===== src/cabe_pkg.sv =====
// Constants and types of the ALU and branch execution block
// Overview of operation
// - Add and add-with-carry write 8-bit sum, set Z C N V H, one cycle
// - Pair plus immediate: 16-bit sum to pair, Z C N V S, two cycles
// - Subtract register or constant, with borrow, Z C N V H, one cycle
// - Pair minus immediate: 16-bit result to pair, Z C N V S, two cycles
// - Conjunction with register or constant sets only Z N V S, one cycle
// - Disjunction and exclusive disjunction set only Z N V S, one cycle
// - Bit clear ands with 0xff minus constant, sets Z N V S only
// - Bit set ors constant into register, sets Z N V, one cycle
// - Test ands register with itself, sets Z N V, one cycle
// - Three integer products go to R1:R0, set Z C, two cycles
// - Fraction products shift left one into R1:R0, set Z C, two cycles
// - Pointer jump loads PC from Z pointer, keeps flags, two cycles
// - Pointer call loads PC from Z pointer, keeps flags
// - Equal skip jumps past next instruction when equal, flags kept
// - Compares subtract without storing, set Z N V C H
// - Register bit skips act when selected bit is clear or set
// - I/O bit skips act when addressed bit is 0 or 1
// - Generic branch on chosen flag: PC plus offset plus one, 1/2 cycles
// - Signed branches test N xor V for 0 or 1
// - Same-or-higher on C=0, lower on C=1; equal tests Z likewise
// - Half-carry branches taken when H is 1 or 0 as selected
// - Transfer branches test T; overflow branch taken when V is 1
package cabe_pkg;
   localparam int FL_C = 0;
   localparam int FL_Z = 1;
   localparam int FL_N = 2;
   localparam int FL_V = 3;
   localparam int FL_S = 4;
   localparam int FL_H = 5;
   localparam int FL_T = 6;
   localparam logic [7:0] FLAGS_RST = 8'h00;
   localparam logic [15:0] PC_RST = 16'h0000;
   localparam logic [7:0] BYTE_ONES = 8'hff;
   localparam logic [7:0] A_FLAGS = 8'h00;
   localparam logic [7:0] A_PC = 8'h04;
   localparam logic [7:0] A_STAT = 8'h08;
   localparam logic [1:0] CYC_1 = 2'h1;
   localparam logic [1:0] CYC_2 = 2'h2;
   localparam logic [1:0] CYC_3 = 2'h3;

   typedef enum logic [5:0] {
      add_regs, add_carry, pair_plus_immediate, sub_regs,
      minus_constant, minus_with_borrow, minus_constant_with_borrow,
      pair_minus_immediate, conj_regs, conj_with_constant, disj_regs,
      disj_with_constant, exclusive_disj, set_register_bits,
      clear_register_bits, zero_minus_check, product_unsigned,
      product_signed, product_mixed_sign, fraction_product_unsigned,
      fraction_product_signed, fraction_product_mixed, pointer_jump,
      pointer_call, equal_skip, compare_regs, compare_with_borrow,
      compare_immediate, skip_reg_bit_clear, skip_reg_bit_set,
      skip_io_bit_clear, skip_io_bit_set, branch_flag_set,
      branch_flag_clear, branch_equal, branch_not_equal,
      branch_same_higher, branch_lower, branch_signed_ge,
      branch_signed_less, branch_half_carry_set, branch_half_carry_clear,
      branch_transfer_set, branch_transfer_clear, branch_overflow_set
   } cabe_op_type;

   typedef enum logic [1:0] {
      st_idle  = 2'b00,
      st_wait2 = 2'b01,
      st_wait1 = 2'b11
   } cabe_state_type;

   typedef enum logic [1:0] {
      dst_none, dst_rd, dst_pair, dst_r1r0
   } cabe_dest_type;

   typedef struct packed {
      cabe_op_type op;
      logic [7:0]  rd;
      logic [7:0]  rr;
      logic [7:0]  imm;
      logic [15:0] pair;
      logic [15:0] zptr;
      logic [15:0] pc;
      logic [2:0]  bsel;
      logic        io_bit;
      logic [6:0]  koff;
      logic [1:0]  skip_words;
   } cabe_req_type;

   typedef struct packed {
      cabe_dest_type dest;
      logic [15:0]   data;
      logic [15:0]   pc;
   } cabe_res_type;
endpackage : cabe_pkg


===== src/cabe_exec.sv =====
// Execution block for arithmetic, logic, multiply, skip and branch
`timescale 1ns/1ps
module cabe_exec
   import cabe_pkg::*;
(
   input  wire logic         clk,
   input  wire logic         reset_n,
   input  wire logic         psel,
   input  wire logic         penable,
   input  wire logic         pwrite,
   input  wire logic [7:0]   paddr,
   input  wire logic [31:0]  pwdata,
   output logic      [31:0]  prdata,
   output logic              pready,
   output logic              pslverr,
   input  wire logic         req_valid,
   input  wire cabe_req_type req,
   output logic              req_ready,
   output logic              done,
   output cabe_res_type      res,
   output logic      [7:0]   flags
);
   cabe_state_type st_r;
   cabe_res_type   res_r;
   cabe_res_type   pend_r;
   cabe_res_type   x;
   logic [7:0]  flags_r;
   logic [7:0]  pend_flags_r;
   logic [7:0]  xf;
   logic [1:0]  xcyc;
   logic [1:0]  last_cyc_r;
   logic        done_r;
   logic [31:0] prdata_r;
   logic        err_r;
   logic        accept;
   logic        commit;
   logic        apb_wr;
   logic [15:0] seq_pc;
   logic [15:0] br_tgt;
   logic [15:0] skip_pc;
   logic [1:0]  skip_cyc;
   logic [10:0] ar;
   logic [16:0] ws;
   logic [15:0] wb;
   logic [15:0] wr;
   logic        wc;
   logic        wv;
   logic        ws_sub;
   logic [7:0]  lr;
   logic        sk;
   logic [15:0] mprod;
   logic        mcarry;
   logic        m_as;
   logic        m_bs;
   logic        m_fr;

   // {h, v, c, result}; sub computes a - b - ci with borrow as carry
   function automatic logic [10:0] alu8(input logic [7:0] a,
                                        input logic [7:0] b,
                                        input logic       ci,
                                        input logic       sub);
      logic [7:0] bb;
      logic [8:0] s;
      logic [4:0] n;
      logic       cin;
      bb = sub ? ~b : b;
      cin = sub ? ~ci : ci;
      s = {1'b0, a} + {1'b0, bb} + {8'h00, cin};
      n = {1'b0, a[3:0]} + {1'b0, bb[3:0]} + {4'h0, cin};
      alu8 = {n[4] ^ sub, (a[7] == bb[7]) && (s[7] != a[7]),
              s[8] ^ sub, s[7:0]};
   endfunction : alu8

   // Flags of an 8-bit arithmetic result; zkeep chains Z across bytes
   function automatic logic [7:0] arith_flags(input logic [7:0]  f,
                                              input logic [10:0] r,
                                              input logic        zkeep);
      logic [7:0] o;
      o = f;
      o[FL_H] = r[10];
      o[FL_V] = r[9];
      o[FL_C] = r[8];
      o[FL_N] = r[7];
      o[FL_Z] = (r[7:0] == 8'h00) & (~zkeep | f[FL_Z]);
      o[FL_S] = r[7] ^ r[9];
      arith_flags = o;
   endfunction : arith_flags

   // Logic results clear V and touch only Z N V S (S follows N xor V)
   function automatic logic [7:0] logic_flags(input logic [7:0] f,
                                              input logic [7:0] r);
      logic [7:0] o;
      o = f;
      o[FL_V] = 1'b0;
      o[FL_N] = r[7];
      o[FL_Z] = (r == 8'h00);
      o[FL_S] = r[7];
      logic_flags = o;
   endfunction : logic_flags

   // Branch condition for each branch form
   function automatic logic br_taken(input cabe_op_type op,
                                     input logic [7:0]  f,
                                     input logic [2:0]  s);
      case (op)
         branch_flag_set:         br_taken = f[s];
         branch_flag_clear:       br_taken = ~f[s];
         branch_equal:            br_taken = f[FL_Z];
         branch_not_equal:        br_taken = ~f[FL_Z];
         branch_same_higher:      br_taken = ~f[FL_C];
         branch_lower:            br_taken = f[FL_C];
         branch_signed_ge:        br_taken = ~(f[FL_N] ^ f[FL_V]);
         branch_signed_less:      br_taken = f[FL_N] ^ f[FL_V];
         branch_half_carry_set:   br_taken = f[FL_H];
         branch_half_carry_clear: br_taken = ~f[FL_H];
         branch_transfer_set:     br_taken = f[FL_T];
         branch_transfer_clear:   br_taken = ~f[FL_T];
         branch_overflow_set:     br_taken = f[FL_V];
         default:                 br_taken = 1'b0;
      endcase
   endfunction : br_taken

   cabe_mul u_mul (
      .a        (req.rd),
      .b        (req.rr),
      .a_signed (m_as),
      .b_signed (m_bs),
      .frac     (m_fr),
      .product  (mprod),
      .carry    (mcarry)
   );

   assign req_ready = (st_r == st_idle);
   assign accept = req_valid & req_ready;
   assign commit = (accept & (xcyc == CYC_1)) | (st_r == st_wait1);

   always_comb
   begin
      seq_pc = req.pc + 16'h0001;
      br_tgt = seq_pc + {{9{req.koff[6]}}, req.koff};
      skip_pc = seq_pc + {14'h0000, req.skip_words};
      skip_cyc = CYC_1 + req.skip_words;
      m_as = (req.op == product_signed) | (req.op == product_mixed_sign) |
             (req.op == fraction_product_signed) |
             (req.op == fraction_product_mixed);
      m_bs = (req.op == product_signed) |
             (req.op == fraction_product_signed);
      m_fr = (req.op == fraction_product_unsigned) |
             (req.op == fraction_product_signed) |
             (req.op == fraction_product_mixed);
   end

   // Word add and subtract on a register pair
   always_comb
   begin
      ws_sub = (req.op == pair_minus_immediate);
      wb = ws_sub ? ~{8'h00, req.imm} : {8'h00, req.imm};
      ws = {1'b0, req.pair} + {1'b0, wb} + {16'h0000, ws_sub};
      wr = ws[15:0];
      wc = ws[16] ^ ws_sub;
      wv = (req.pair[15] == wb[15]) && (wr[15] != req.pair[15]);
   end

   always_comb
   begin
      x.dest = dst_none;
      x.data = 16'h0000;
      x.pc = seq_pc;
      xf = flags_r;
      xcyc = CYC_1;
      ar = 11'h000;
      lr = 8'h00;
      sk = 1'b0;
      case (req.op)
         add_regs, add_carry:
         begin
            ar = alu8(req.rd, req.rr, (req.op == add_carry) & flags_r[FL_C],
                      1'b0);
            x.dest = dst_rd;
            x.data = {8'h00, ar[7:0]};
            xf = arith_flags(flags_r, ar, 1'b0);
         end
         sub_regs, minus_constant, minus_with_borrow,
         minus_constant_with_borrow, compare_regs, compare_with_borrow,
         compare_immediate:
         begin
            ar = alu8(req.rd,
                      (req.op == minus_constant |
                       req.op == minus_constant_with_borrow |
                       req.op == compare_immediate) ? req.imm : req.rr,
                      flags_r[FL_C] & (req.op == minus_with_borrow |
                       req.op == minus_constant_with_borrow |
                       req.op == compare_with_borrow), 1'b1);
            // Compares leave the destination alone
            x.dest = (req.op == compare_regs | req.op == compare_immediate |
                      req.op == compare_with_borrow) ? dst_none :
                     dst_rd;
            x.data = {8'h00, ar[7:0]};
            xf = arith_flags(flags_r, ar, req.op == minus_with_borrow |
                             req.op == minus_constant_with_borrow |
                             req.op == compare_with_borrow);
         end
         pair_plus_immediate, pair_minus_immediate:
         begin
            x.dest = dst_pair;
            x.data = wr;
            xf[FL_Z] = (wr == 16'h0000);
            xf[FL_C] = wc;
            xf[FL_N] = wr[15];
            xf[FL_V] = wv;
            xf[FL_S] = wr[15] ^ wv;
            xcyc = CYC_2;
         end
         conj_regs, conj_with_constant, disj_regs, disj_with_constant,
         exclusive_disj, set_register_bits, clear_register_bits,
         zero_minus_check:
         begin
            case (req.op)
               conj_regs:           lr = req.rd & req.rr;
               conj_with_constant:  lr = req.rd & req.imm;
               disj_regs:           lr = req.rd | req.rr;
               disj_with_constant:  lr = req.rd | req.imm;
               exclusive_disj:      lr = req.rd ^ req.rr;
               set_register_bits:   lr = req.rd | req.imm;
               clear_register_bits: lr = req.rd & (BYTE_ONES-req.imm);
               default:             lr = req.rd & req.rd;
            endcase
            x.dest = dst_rd;
            x.data = {8'h00, lr};
            xf = logic_flags(flags_r, lr);
         end
         product_unsigned, product_signed, product_mixed_sign,
         fraction_product_unsigned, fraction_product_signed,
         fraction_product_mixed:
         begin
            x.dest = dst_r1r0;
            x.data = mprod;
            xf[FL_Z] = (mprod == 16'h0000);
            xf[FL_C] = mcarry;
            xcyc = CYC_2;
         end
         pointer_jump:
         begin
            x.pc = req.zptr;
            xcyc = CYC_2;
         end
         pointer_call:
         begin
            x.pc = req.zptr;
            xcyc = CYC_3;
         end
         equal_skip, skip_reg_bit_clear, skip_reg_bit_set,
         skip_io_bit_clear, skip_io_bit_set:
         begin
            case (req.op)
               equal_skip:         sk = (req.rd == req.rr);
               skip_reg_bit_clear: sk = ~req.rr[req.bsel];
               skip_reg_bit_set:   sk = req.rr[req.bsel];
               skip_io_bit_clear:  sk = ~req.io_bit;
               default:            sk = req.io_bit;
            endcase
            x.pc = sk ? skip_pc : seq_pc;
            xcyc = sk ? skip_cyc : CYC_1;
         end
         default:
         begin
            if (br_taken(req.op, flags_r, req.bsel))
            begin
               x.pc = br_tgt;
               xcyc = CYC_2;
            end
         end
      endcase
   end

   always_ff @(posedge clk or negedge reset_n)
   begin
      if (!reset_n)
         st_r <= st_idle;
      else
      begin
         case (st_r)
            st_idle:
            begin
               if (accept && xcyc == CYC_2)
                  st_r <= st_wait1;
               else if (accept && xcyc == CYC_3)
                  st_r <= st_wait2;
            end
            st_wait2: st_r <= st_wait1;
            st_wait1: st_r <= st_idle;
            default:  st_r <= st_idle;
         endcase
      end
   end

   always_ff @(posedge clk or negedge reset_n)
   begin
      if (!reset_n)
      begin
         pend_r <= '0;
         pend_flags_r <= FLAGS_RST;
         last_cyc_r <= CYC_1;
      end
      else if (accept)
      begin
         pend_r <= x;
         pend_flags_r <= xf;
         last_cyc_r <= xcyc;
      end
   end

   always_ff @(posedge clk or negedge reset_n)
   begin
      if (!reset_n)
      begin
         res_r <= '{dest: dst_none, data: 16'h0000, pc: PC_RST};
         done_r <= 1'b0;
      end
      else
      begin
         done_r <= commit;
         if (commit)
            res_r <= (st_r == st_idle) ? x : pend_r;
      end
   end

   // Core update wins over a software write in the same cycle
   always_ff @(posedge clk or negedge reset_n)
   begin
      if (!reset_n)
         flags_r <= FLAGS_RST;
      else if (commit)
         flags_r <= (st_r == st_idle) ? xf : pend_flags_r;
      else if (apb_wr)
         flags_r <= pwdata[7:0];
   end

   assign apb_wr = psel & penable & pwrite & (paddr == A_FLAGS);

   always_ff @(posedge clk or negedge reset_n)
   begin
      if (!reset_n)
      begin
         prdata_r <= 32'h0000_0000;
         err_r <= 1'b0;
      end
      else if (psel && !penable)
      begin
         err_r <= 1'b0;
         case (paddr)
            A_FLAGS: prdata_r <= {24'h000000, flags_r};
            A_PC:    prdata_r <= {16'h0000, res_r.pc};
            A_STAT:  prdata_r <= {29'h00000000, last_cyc_r, ~req_ready};
            default:
            begin
               prdata_r <= 32'h0000_0000;
               err_r <= 1'b1;
            end
         endcase
      end
   end

   assign prdata = prdata_r;
   assign pready = 1'b1;
   assign pslverr = psel & penable & err_r;
   assign done = done_r;
   assign res = res_r;
   assign flags = flags_r;

   logic [15:0] h_tgt;
   logic        h_one;
   assign h_tgt = req.pc + {{9{req.koff[6]}}, req.koff} + 16'h0001;
   assign h_one = accept & (xcyc == CYC_1);
endmodule : cabe_exec


===== src/cabe_mul.sv =====
// Combinational multiplier datapath with signed and fractional modes
`timescale 1ns/1ps
module cabe_mul
   import cabe_pkg::*;
(
   input  wire logic [7:0]  a,
   input  wire logic [7:0]  b,
   input  wire logic        a_signed,
   input  wire logic        b_signed,
   input  wire logic        frac,
   output logic      [15:0] product,
   output logic             carry
);
   logic signed [17:0] full;
   logic        [15:0] raw;

   always_comb
   begin
      full = $signed({a_signed & a[7], a}) *
             $signed({b_signed & b[7], b});
      raw = full[15:0];
      // Carry is the top product bit before any fraction shift
      carry = raw[15];
      product = frac ? {raw[14:0], 1'b0} : raw;
   end
endmodule : cabe_mul


===== config.mk =====
export PLATFORM = sky130hd
export DESIGN_NAME = cabe_exec
export DESIGN_NICKNAME = d
export VERILOG_FILES = /design/src/cabe_pkg.sv /design/src/cabe_exec.sv /design/src/cabe_mul.sv
export SDC_FILE = /design/constraint.sdc
export NUM_CORES = 1
export LEC_CHECK = 0
export BUFFER_PORTS_ARGS = -buffer_cell sky130_fd_sc_hd__buf_2
export CORE_AREA = 2 2 187 189
export DETAILED_ROUTE_END_ITERATION = 8
export DIE_AREA = 0 0 189 191
export PLACE_DENSITY_LB_ADDON = 0.2
export SLEW_MARGIN = 30
export SYNTH_ARGS = -nofsm -noshare
export SYNTH_HDL_FRONTEND = slang
export SYNTH_SLANG_ARGS = --single-unit

===== constraint.sdc =====
create_clock -name clk -period 3.4 [get_ports clk]
set_input_delay 0.17 -clock clk [delete_from_list [all_inputs] [get_ports clk]]
set_output_delay 0.17 -clock clk [all_outputs]
set_load 0.005 [all_outputs]

## Word level (Yosys, flattened, before mapping)

Cells that the tools add are included.

| storage, ports and cells | value |
|---|---|
| register bits | 122 |
| input port bits | 137 |
| output and inout port bits | 78 |

| operators by class | value |
|---|---|
| add/subtract/negate cells | 15 |
| $mul | 1 |
| order comparisons | 1 |
| eq/ne operators | 59 |
| multiplexer cells | 33 |
| bitwise logic cells | 52 |
| reductions and logical operators | 29 |

Operator list:

| cell | number |
|---|---|
| 6-bit by 5-bit equality test with 1-bit output, second input constant | 16 |
| 16-bit one-hot mux with 3 select lines | 2 |
| 18-bit one-hot mux with 5 select lines | 1 |
| 6-bit equality test, second input constant | 13 |
| 16-bit 2-to-1 mux | 4 |
| 6-bit by 4-bit equality test with 1-bit output, second input constant | 8 |
| 8-bit one-hot mux with 6 select lines | 1 |
| 8-bit 2-to-1 mux | 5 |
| 34-bit 2-to-1 mux | 1 |
| 8-bit bitwise AND | 4 |
| 16-bit zero test | 2 |
| 8-bit zero test | 4 |
| 32-bit OR reduction | 1 |
| 25-bit OR reduction | 1 |
| 6-bit by 3-bit equality test with 1-bit output, second input constant | 4 |
| 8-bit by 8-bit adder with 9-bit output | 2 |
| 9-bit by 1-bit adder with 9-bit output | 2 |
| 16-bit by 16-bit adder with 17-bit output | 1 |
| 17-bit by 1-bit adder with 17-bit output | 1 |
| 17-bit OR reduction | 1 |
| 16-bit by 1-bit adder with 16-bit output, second input constant | 1 |
| 16-bit adder | 1 |
| 16-bit by 2-bit adder with 16-bit output | 1 |
| 9-bit by 9-bit multiplier with 16-bit output | 1 |
| other kinds (45) | 112 |

## Depth between registers and ports, before layout

Gate-level depths: netlist of the first run.

| depth | value |
|---|---|
| word-level depth | 13 |
| gate-level depth with buffers | 24 |
| mapped depth without buffers | 22 |

## Modules after synthesis

Synthesis of the first run repeated with hierarchy kept, for this count alone.

| second synthesis, totals | value |
|---|---|
| cells, all modules | 1607 |
| area total of the unflattened synthesis | 12963.7 um^2 |

Modules (own cells, without submodules):

| module | times used | cells an instance | area an instance (um^2) |
|---|---|---|---|
| cabe_exec | 1 | 1278 | 10058.4 |
| cabe_mul | 1 | 329 | 2905.3 |

## Worst setup path after synthesis of the first run

Ideal clock, no wire load.

| timing path | value |
|---|---|
| kind | in2reg |
| from | input req[88] (netlist name) |
| to | register res_r, in the netlist res[31] |
| arrival time | 6.411 ns |
| data required time | 3.282 ns |
| path slack | -3.129 ns |
| stages on the path | 23 |
| path buffers | 2 |
| cells stage by stage | buf_4 buf_2 nor3b_1 nand4b_1 or2_2 fa_1 fa_1 inv_1 fa_1 fa_1 inv_1 fa_1 inv_1 ha_1 o21ai_0 o21bai_1 a2111oi_0 nor3_1 nor3_1 mux2i_1 a221oi_1 a211oi_1 a21o_1 |

| between the ends | value |
|---|---|
| longest elaborated chain between the ends | 9 |
| elaborated cells on any way between the ends | 78 |
| those cells by class | add/sub: 2; mul: 1; eq/ne: 45; mux: 11; bitwise: 10; reduce/logical: 9 |

Ends and longest elaborated chain:

| element | RTL line | RTL |
|---|---|---|
| start, declared | cabe_exec.sv:17 | `input wire cabe_req_type req,` |
| 6-bit by 5-bit equality test with 1-bit output, on equally long branches | cabe_exec.sv:143, cabe_exec.sv:146, cabe_exec.sv:174 |  |
| 1-bit OR (2 in series) | cabe_exec.sv:143 | `m_as = (req.op == product_signed) \| (req.op == product_mixed_sign) \|` |
| 1-bit OR | cabe_exec.sv:144 | `(req.op == fraction_product_signed) \|` |
| 1-bit bitwise AND | cabe_mul.sv:19 | `full = $signed({a_signed & a[7], a}) *` |
| 9-bit by 9-bit multiplier with 16-bit output | cabe_mul.sv:19 |  |
| 16-bit 2-to-1 mux | cabe_mul.sv:24 | `product = frac ? {raw[14:0], 1'b0} : raw;` |
| 18-bit one-hot mux with 5 select lines | cabe_exec.sv:174 | `case (req.op)` |
| 34-bit 2-to-1 mux | cabe_exec.sv:324 | `res_r <= (st_r == st_idle) ? x : pend_r;` |
| end signal, assigned | cabe_exec.sv:317 | `res_r <= '{dest: dst_none, data: 16'h0000, pc: PC_RST};` |
| end signal, assigned | cabe_exec.sv:324 |  |
| end, declared | cabe_exec.sv:24 | `cabe_res_type res_r;` |

Parallel ways exist; a longest one is shown, timed or not. The select of a mux whose other input is x is not followed.
A chain may end at the register's enable or synchronous reset.

## Final worst setup path of the first run

| timing path | value |
|---|---|
| from | input req[87] (netlist name) |
| to | register flags_r[1], in the netlist flags[1] |

| between the ends | value |
|---|---|
| longest elaborated chain between the ends | 12 |
| elaborated cells on any way between the ends | 103 |
| those cells by class | add/sub: 5; mul: 1; eq/ne: 45; mux: 15; bitwise: 21; reduce/logical: 16 |

Ends and longest elaborated chain:

| element | RTL line | RTL |
|---|---|---|
| parallel branches: the longest is 12 deep, another holds 9-bit by 9-bit multiplier with 16-bit output | - |  |
| end signal, assigned | cabe_exec.sv:334 | `flags_r <= (st_r == st_idle) ? xf : pend_flags_r;` |
| end signal, assigned | cabe_exec.sv:336 | `flags_r <= pwdata[7:0];` |
| end, declared | cabe_exec.sv:27 | `logic [7:0] flags_r;` |

Several ways; the timed one is not identified. The select of a mux whose other input is x is not followed.

==> reports/summary.txt, run 1 <==
Yosys top cell area share: 20.1%
Synth area leader: dfrtp_1
First-pass GRT wire length: 72,500 microns
Max clock buf depth: 2
Vias in the first global route: 12,979
Achievable Freq: 185 MHz
DRT Pass-1 Iters: 5
DRT antenna net count: 0
Share of cells above drive strength 1: 34.4%
Met1 GRT Util: 36.3%
Residual DRC: 0
Initial Utilization: 38.4%
Count of final max-slew check failures: 0
R2r endpoint: flags[0]
Family with the most delay on the worst path: adder cells
Crit path launch: req[87]
Final Wtd Congestion: 0.995
DPL Wire Length: 37,800 microns
Cell type of the slowest stage on the worst timing path: fa_1
Initial antenna violation count: 1
Final period util: 159%
YS warnings: 0
Unrepaired setup endpoints after global routing: true
Cell Area, Synth: 0.0131 sq mm
Skew final: 9.21 ps
CTS buffer count: 9
Endpoints failing setup: 21
Clock Sinks: 106
Leakage: 0.00849 uW
Most frequent cells in the layout: buf_4, nand2_1, buf_2
Reg2Reg Setup Slack: -120 ps
Seq/Total Area, Yosys: 20.3%
Worst setup path end: flags[1]
Core ar.: 0.0341 sq mm
Fillers: 3,240
CP bufs+invs: 4
Largest net degree at the start of global routing: 73
DR vias/cell: 5.52
R2R depth: 14
#FFs+latches synth: 106
CP most frequent cell: fa_1
Most common cell after layout, fill and taps aside: buf_4
Remaining Overflow, GRT: 0
Outcome: finished, violations left
Met3 Use GR: 2.11%
Failing checks: negative setup slack
Clock-pin slew on the worst setup and hold paths: 70 ps
Pwr/cell area: 525 mW/mm^2
CP max stage delay: 510 ps
Maximum fanout along the worst path: 5
Synthesized area per cell: 8.08 sq um
EDFF count, synth: 0
Crit. End Element: flop
Hold Crit Class: in -> reg
Worst-Margin Slew: 885 ps
Clock Tree Root: clkbuf_16
Final WL: 47,200 microns
Max-Cap Viols: 0
Critical path startpoint category: primary input
Worst-Skew Late Latency: 340 ps
Max-slew headroom: 41.0%
Fraction of registers with async set/reset: 100%
I/O Pins: 215
Ranking of synthesized cells by area: dfrtp_1, fa_1, ha_1, nand2_1, o21ai_0
CP required: 3670 ps
Busiest grt layer: met2
Post-layout min period: 5400 ps
Final-stage net count: 2,335
First-iteration detailed-routing DRC count: 1,028
Synth Flop Type: dfrtp_1
WP depth: 22
Final hold vios: 0
Worst setup path class: in -> reg
R2r startpoint: flags[0]
Cell Chain, Critical Path: buf_8, xor2_2, nand4b_1, or2_4, fa_1, fa_1, inv_1, fa_1, fa_1, inv_2, fa_1, inv_2, ha_4, or2_4, o22ai_4, xnor2_2, or4b_4, a2111oi_4, o2111ai_2, a31oi_1, a31oi_1, o211ai_2
Die width: 189 microns
Met2 GRT Util: 41.0%
Chip Height: 191 microns
Cells after Synth: 1,620
Tot Pwr: 9560 uW
Global Route Usage Sum: 25.3%
Area Growth Syn to Fin: 39.0%
Final worst-path setup slack: -2000 ps
Row count: 68
CTS tree: built
IO Port Bufs: 173
Post-synth cell types: 91
DR WL/cell: 18.8 microns
Die area: 0.0361 sq mm
VDD IR max: 0.427 mV
Via count: 13,851
WP data arrival: 5670 ps
Pre-CTS setup slack: -2570 ps
H-tree depth: 3
## per-stage QoR
stage	TNS (ps)	cell area (sq um)	utilization, %	hold WS [ps]	cells
3_5_place_dp	-45830	16600	48.6	362	2454
3_3_place_gp	-43930	16600	48.6	362	2454
6_report	-27010	18200	53.3	121	2507
2_1_floorplan	-30970	13500	-	-126	1635
4_1_cts	-27350	17500	51.4	112	2486
5_1_grt	-30740	18200	53.3	130	2507
## where the power goes
group	internal [uW]	switching, uW
Combinational	3190	3370
Sequential	1720	313
Clock	503	472
## worst register-to-register path, stage by stage, from the launching register on
cell and delay (ps):
dfrtp_1 440, and3_1 210, fa_1 400, inv_1 90, fa_1 180, nand2b_1 130, a21oi_1 100, o31a_1 270
o21a_1 170, o21ai_0 290, o311ai_0 240, buf_4 190, or4_4 480, o211ai_1 120, a22oi_1 110
## flip-flops by register name (all words and copies together) (netlist names)
register      count
done              1
pend_flags_r      8
flags             8
pend_r           34
last_cyc_r        2
st_r              2
res              34
prdata           16
err_r             1
## synth_stat cells, types with 18 or more instances
cell / instances
a211oi_1: 26
a21oi_1: 85
a31oi_1: 21
and2_1: 50
and3_1: 18
buf_4: 21
clkbuf_1: 63
dfrtp_1: 105
fa_1: 70
ha_1: 81
inv_1: 117
mux2i_1: 46
nand2_1: 179
nand3_1: 49
nor2_1: 117
nor3_1: 36
o211ai_1: 20
o21ai_0: 103
xnor2_1: 51
xor2_1: 27
## layer usage
metal,routed length (microns),vias to the layer above
met4,1050,0
met2,21600,473
met5,0,-
met3,2650,71
li1,-,6609
met1,21900,6698
## what timing repair did
action                     in CTS  in global routing
gates cloned                    0                  3
pin swaps                      38                 47
buffers inserted               21                 21
setup endpoints to repair      29                 35
hold buffers                    1                  0
gates resized for setup       123                 91
hold endpoints to repair       23                  0
## cells by family after synthesis
kind of cell | count (synthesis) | share of synthesized area [%]
simple gates | 552 | 20.4
compound gates | 437 | 22.6
buf+inv | 228 | 7.29
fa+ha+maj | 151 | 18.4
flops | 106 | 20.3
xor+xnor | 79 | 5.39
mux | 65 | 5.49
other cells | 2 | 0.0573
## how the worst min path moves through the flow
stage	startpoint	endpoint	slack, ps	cells past startpoint
final	pwdata[4]	flags[4]	120	3
after global routing	pwdata[4]	flags[4]	130	3
after CTS	pwdata[4]	flags[4]	110	3
after detailed placement	reset_n	res[30]	360	1
after global placement	reset_n	res[26]	360	1
after floorplan	reset_n	done	-130	0
## final cells by class
type | instances | area (sq um) | share of cell area (%)
flip-flops and latches | 106 | 2650 | 14.6
inverters | 120 | 450 | 2.48
diodes | 1 | 2.50 | 0.0138
repair buffers | 509 | 3780 | 20.8
multi-input cells | 1301 | 10500 | 57.5
clock buffers | 9 | 225 | 1.24
clock inverters | 6 | 52.6 | 0.289
well taps | 455 | 569 | 3.13
No activity file was read; power rests on OpenSTA's default activity.
==> run 2: changes to the inputs <==
- ABC_AREA: unset -> 1
- CORE_AREA: 2 2 187 189 -> 2 2 189 191
- DIE_AREA: 0 0 189 191 -> 0 0 191 193
- clock period: 3.4 -> 5.6 ns (I/O delays scaled with it)
==> run 2 against run 1 <==
  * The run now ends clean
  * Cell count rose by 9.4%
  * Global-route usage rose by 0.84 points
  * Wire length rose by 2.3%
  * Flip-flop and latch count did not move
  * Critical path type unchanged
  * Die area rose by 2.1%
  * Clock skew barely moved
  * Via count rose by 3.0%
  * Cell area fell by 15%
  * Clock-buffer cell count rose by 2
  * Sequential share of layout area rose by 2.5 points
==> reports/summary.txt, run 2 <==
#FFs+latches synth: 106 (unchanged)
Cell type of the slowest stage on the worst timing path: fa_1
First-pass GRT wire length: 74,800 microns (+3.2%)
Most frequent cells in the layout: nand2_1, inv_1, nor2_1
DRT antenna net count: 0 (unchanged)
Synth Flop Type: dfrtp_1
Dpl cell area: 0.0151 sq mm (-8.9%)
Max clock buf depth: 2 (unchanged)
Residual DRC: 0 (unchanged)
Remaining Overflow, GRT: 0 (unchanged)
Seq/Total Area, Yosys: 19.8% (-0.51 points)
Count of final max-slew check failures: 0 (unchanged)
Largest net degree at the start of global routing: 63 (-14%)
Max-slew headroom: 42.1% (+1.1 points)
I/O Pins: 215 (unchanged)
Area Growth Syn to Fin: 15.8%
Fraction of registers with async set/reset: 100% (unchanged)
DR WL/cell: 17.6 microns (-6.5%)
Final WL: 48,300 microns (+2.3%)
Hold Crit Class: in -> reg
Comb power frac: 61.3% (-7.3 points)
EDFF count, synth: 0 (unchanged)
Clock Sinks: 106 (unchanged)
Pwr/cell area: 317 mW/mm^2 (-40%)
WP data arrival: 5490 ps (-180 ps)
Die width: 191 microns (+1.1%)
Pint: 2570 uW (-53%)
Row count: 69 (+1.5%)
Family with the most delay on the worst path: adder cells
CP required: 5830 ps (+2160 ps)
IO Port Bufs: 173 (unchanged)
Sw frac: 47.9% (+4.5 points)
Core ar.: 0.0350 sq mm (+2.5%)
Max-Cap Viols: 0 (unchanged)
Clock power share: 12.6% (+2.4 points)
Cell Area, Synth: 0.0134 sq mm (+2.6%)
CP max stage delay: 510 ps (about the same)
Clock Tree Root: clkbuf_16
CTS tree: built
Net switching power: 2360 uW (-43%)
Initial antenna violation count: 0 (-1)
Worst-Skew Late Latency: 350 ps (about the same)
Register share of total power: 26.1% (+4.9 points)
Initial Utilization: 38.4% (+0.040 points)
YS warnings: 0 (unchanged)
Worst-Margin Slew: 860 ps (-24.5 ps)
Vias in the first global route: 13,187 (+1.6%)
Yosys top cell area share: 19.6% (-0.51 points)
DPL Wire Length: 39,400 microns (+4.1%)
Achievable Freq: 190 MHz
Final period util: 93.9%
Synthesized area per cell: 6.45 sq um (-20%)
Final-stage net count: 2,565 (+9.9%)
DRT Pass-1 Iters: 6 (+1)
Diodes inserted: 0 (-1)
Die area: 0.0369 sq mm (+2.1%)
Share of cells above drive strength 1: 15.0% (-19 points)
Reg2Reg Setup Slack: 1810 ps (+1930 ps)
Top cells by count, synth: nand2_1, inv_1, nor2_1
CP most frequent cell: nand2_1
Crit. End Element: flop
Via count: 14,266 (+3.0%)
Non-filler cells in the finished layout: 2,743 (+9.4%)
Global Route Usage Sum: 26.1% (+0.84 points)
Skew final: 9.34 ps (+0.132 ps)
Endpoints failing setup: 0 (-100%)
CTS buffer count: 9 (unchanged)
Ranking of synthesized cells by area: dfrtp_1, nand2_1, fa_1, inv_1, ha_1
Chip Height: 193 microns (+1.0%)
Post-synth cell types: 54 (-41%)
Post-layout min period: 5260 ps
Clock-pin slew on the worst setup and hold paths: 80 ps (about the same)
Cells after Synth: 2,082 (+29%)
Outcome: finished clean
Most common cell after layout, fill and taps aside: nand2_1
Worst setup path class: in -> reg
Critical path startpoint category: primary input
Design Area, Final: 0.0156 sq mm (-15%)
Final hold vios: 0 (unchanged)
Maximum fanout along the worst path: 5 (unchanged)
Synth area leader: dfrtp_1
First-iteration detailed-routing DRC count: 1,316 (+28%)
CP bufs+invs: 7 (+3)
H-tree depth: 3 (unchanged)
Top-count cell post-synth: nand2_1
Dpl cells: 2,724 (+11%)
Final Wtd Congestion: 0.961 (-3.4%)
DR vias/cell: 5.20 (-5.9%)
Leakage: 0.00836 uW (-1.6%)
VDD IR max: 0.219 mV (-49%)
[run 2: area by class of cell]
class,count,area (sq um)
Fill cell,3767,19400
Multi-Input combinational cell,1598,9400
Sequential cell,106,2650
Timing Repair Buffer,253,1470
Inverter,309,1160
Tap cell,461,577
Clock buffer,11,243
Clock inverter,5,46.3
[run 2: kinds of logic after synthesis]
group           share of synthesized area, %
flops                                   19.8
fa+ha+maj                               18.0
compound gates                          13.8
buf+inv                                 11.9
other cells                           0.0559
xor+xnor                                3.78
simple gates                            32.8
[run 2: per-stage QoR]
stage	TNS, ps	setup slack, ps	utilization, %	hold slack (ps)	total power [uW]
floorplan	0	87.1	-	-15.6	3070
global placement	-876	-228	43.2	363	4150
detailed placement	-1820	-348	43.2	356	4180
CTS	0	18.4	44.1	232	4820
global route	-13.8	-13.8	44.5	234	5400
finish	0	339	44.5	229	4930
[run 2: what timing repair did]
item                                    CTS  global route
hold buffers                              1             0
endpoints found under the setup margin    0            11
resized for setup                         0            32
buffers inserted                          0             2
hold endpoints to repair                 51             0
[run 2: path summary, 6_finish.rpt]
kind	cells past startpoint	from	endpoint
worst max-delay path	34	req[87]	flags[1]
worst min-delay path	3	pwdata[7]	flags[7]
worst max register to register	18	flags[0]	flags[1]
worst min register to register	2	prdata[10]	prdata[10]
max in group asynchronous	3	reset_n	flags[5]
min in group asynchronous	2	reset_n	res[27]
[run 2: routing by layer]
layer	part of all wire [%]	track usage (%)	vias to the layer above
met1	47	38.9	6595
met4	2.1	6.29	0
li1	-	-	7052
met3	7.1	2.79	51
met2	43	40.3	568
met5	0	0	-
[run 2: power by group through the flow]
stage	registers [uW]	logic, uW	clock network [uW]
after global routing	1320	3410	662
after detailed placement	1290	2880	0
after global placement	1290	2860	0
final	1280	3020	621
after CTS	1280	2910	630
after floorplan	1230	1840	0
[run 2: tightest hold or removal path, cell delays in order]
cell,delay (ps)
buf_2,90
o211ai_1,90
o21ai_1,80
==> run 3: changes to the inputs <==
- ABC_AREA: 1 -> 0
- CORE_AREA: 2 2 189 191 -> 2 2 187 189
- DIE_AREA: 0 0 191 193 -> 0 0 189 191
==> run 3 against run 2 <==
  * Fmax is 4.6% lower
  * Clock-buffer cell count is 1 lower
  * Sequential share of layout area is 0.24 points higher
  * Via count is 10% lower
  * Critical endpoint is now res[31]
  * Largest cell class unchanged
==> reports/summary.txt, run 3 (synthesis gave the netlist of run 1 again) <==
First-iteration detailed-routing DRC count: 918 (-30%)
Met2 GRT Util: 37.6% (-2.7 points)
Vias in the first global route: 12,202 (-7.5%)
Die width: 189 microns (-1.0%)
Remaining Overflow, GRT: 0 (unchanged)
Most common cell after layout, fill and taps aside: nand2_1
Pint: 2780 uW (+8.4%)
Endpoints failing setup: 0 (unchanged)
Clock-pin slew on the worst setup and hold paths: 70 ps (about the same)
Post-layout min period: 5510 ps (+252 ps)
DPL Wire Length: 35,600 microns (-9.6%)
Core ar.: 0.0341 sq mm (-2.4%)
Share of cells above drive strength 1: 19.6% (+4.6 points)
Max-Cap Viols: 0 (unchanged)
I/O Pins: 215 (unchanged)
H-tree depth: 3 (unchanged)
DRT Pass-1 Iters: 5 (-1)
Leakage: 0.00703 uW (-16%)
Sw frac: 44.3% (-3.7 points)
CTS tree: built
Chip Height: 191 microns (-1.0%)
Met1 GRT Util: 35.3% (-3.6 points)
Die area: 0.0361 sq mm (-2.1%)
Count of final max-slew check failures: 0 (unchanged)
Achievable Freq: 181 MHz (-4.6%)
Critical path startpoint category: primary input
WP data arrival: 5750 ps (+260 ps)
Residual DRC: 0 (unchanged)
Net switching power: 2210 uW (-6.5%)
Worst hold margin: 237 ps (+8.39 ps)
Pwr/cell area: 325 mW/mm^2 (+2.7%)
Global Route Usage Sum: 24.5% (-1.6 points)
Register share of total power: 25.5% (-0.6 points)
Outcome: finished clean
Comb power frac: 61.2% (about the same)
Final WL: 44,500 microns (-7.8%)
Tot Pwr: 4990 uW (+1.3%)
Via count: 12,770 (-10%)
Busiest grt layer: met2
DR vias/cell: 5.65 (+8.6%)
CP bufs+invs: 6 (-1)
Crit path launch: req[88]
First-pass GRT wire length: 69,700 microns (-6.8%)
Met3 Use GR: 2.92% (+0.13 points)
CP most frequent cell: fa_1
Worst-Skew Late Latency: 350 ps (about the same)
Max-slew headroom: 29.9% (-12 points)
Initial antenna violation count: 2 (+2)
Worst setup path class: in -> reg
Final-stage net count: 2,088 (-19%)
Row count: 68 (-1.4%)
Cell type of the slowest stage on the worst timing path: fa_1
DRT antenna net count: 0 (unchanged)
Final period util: 98.5% (+4.5 points)
Family with the most delay on the worst path: adder cells
IO Port Bufs: 173 (unchanged)
R2r startpoint: flags[0]
Final hold vios: 0 (unchanged)
CP max stage delay: 510 ps (about the same)
Cell Chain, Critical Path: buf_8, nor3b_4, nand4b_1, or2_4, fa_1, fa_1, inv_2, fa_1, fa_1, inv_1, fa_1, inv_2, ha_4, o21ai_1, o21bai_2, a2111oi_4, buf_4, nor3_1, nor3_1, buf_4, mux2i_1, a221oi_2, a211oi_1, a21o_1
Area taken by multi-input logic gates: 0.00979 sq mm (+4.1%)
Maximum fanout along the worst path: 3 (-2)
Largest net degree at the start of global routing: 72 (+14%)
Worst-Margin Slew: 1020 ps (+164 ps)
Area Growth Syn to Fin: 17.2%
CP required: 5840 ps (about the same)
VDD IR max: 0.214 mV (-2.2%)
Unrepaired setup endpoints after global routing: true
Clock Tree Root: clkbuf_16
CTS buffer count: 9 (unchanged)
Min-delay src: pwdata[4]
Max clock buf depth: 2 (unchanged)
Crit. End Element: flop
Clock power share: 13.3% (+0.7 points)
Fillers: 3,433 (-8.9%)
DR WL/cell: 19.7 microns (+12%)
Initial Utilization: 38.4% (-0.040 points)
FF/Latch Area: 0.00265 sq mm (unchanged)
Clock Sinks: 106 (unchanged)
Setup_tns: 0 ps (unchanged)
Hold Crit Class: in -> reg
Final Wtd Congestion: 0.911 (-5.2%)
Skew final: 7.60 ps (-1.75 ps)
Most frequent cells in the layout: nand2_1, buf_2, nor2_1
-- run 3: cell count changes in the layout (fill, tap and decap cells not counted), sizes merged, moves of 16 or more --
cell and delta:
nand2 -464, inv -193, nand3 -93, nor2 -71, and2 +48, mux2i +46
xnor2 +30, a211oi +26, nand4 -24, and3 +17, a21o +16, nor2b +16
-- run 3: metrics by stage --
stage / util [%] / setup WS [ps] / cells / instance area [sq um]
after floorplan: - / -204 / 1635 / 13300
after global placement: 43.3 / -291 / 2237 / 14800
after detailed placement: 43.3 / -413 / 2237 / 14800
after CTS: 44.4 / 4.92 / 2253 / 15100
after global routing: 45.0 / -103 / 2261 / 15300
final: 45.0 / 86.4 / 2261 / 15300
-- run 3: worst min-delay path, delay by kind of cell --
kind                   cells  cell delay [ps]
AO/OA/AOI/OAI              1              110
buffers and inverters      1               80
multiplexers               1               70
-- run 3: power groups by stage --
| stage | Combinational [uW] | Sequential [uW] | Clock, uW |
|---|---|---|---|
| detailed placement | 2840 | 1290 | 0 |
| floorplan | 1840 | 1210 | 0 |
| CTS | 2890 | 1270 | 676 |
| finish | 3060 | 1270 | 665 |
| global placement | 2800 | 1280 | 0 |
| global route | 3380 | 1310 | 711 |
-- run 3: path summary, 6_finish.rpt --
kind / to / slack [ps] / cells after the start
worst min register to register: st_r[0] / 460 / 1
worst min-delay path: flags[4] / 240 / 3
min in group asynchronous: res[30] / 420 / 2
worst max register to register: res[20] / 1540 / 12
worst max-delay path: res[31] / 90 / 24
max in group asynchronous: pend_flags_r[6] / 4180 / 3
-- run 3: repair_timing --
item / 4_1_cts / 5_1_grt
hold buffers: 1 / 0
resized for setup: 2 / 32
pin swaps: 1 / 22
setup buffers: 0 / 6
endpoints found under the hold margin: 35 / 0
setup endpoints to repair: 2 / 6
cloned: 0 / 0
-- run 3: per-layer routing --
layer | vias up | share of wire (%)
met5 | - | 0
met3 | 79 | 6.0
met4 | 0 | 3.3
met2 | 465 | 44
met1 | 6117 | 47
li1 | 6109 | -
-- run 3: layout make-up --
type / instances / share of cell area (%)
Timing Repair Buffer: 262 / 10.2
Clock buffer: 10 / 1.49
Multi-Input combinational cell: 1301 / 63.8
Sequential cell: 106 / 17.3
Clock inverter: 5 / 0.522
Tap cell: 455 / 3.71
Antenna cell: 2 / 0.0326
Inverter: 120 / 2.94
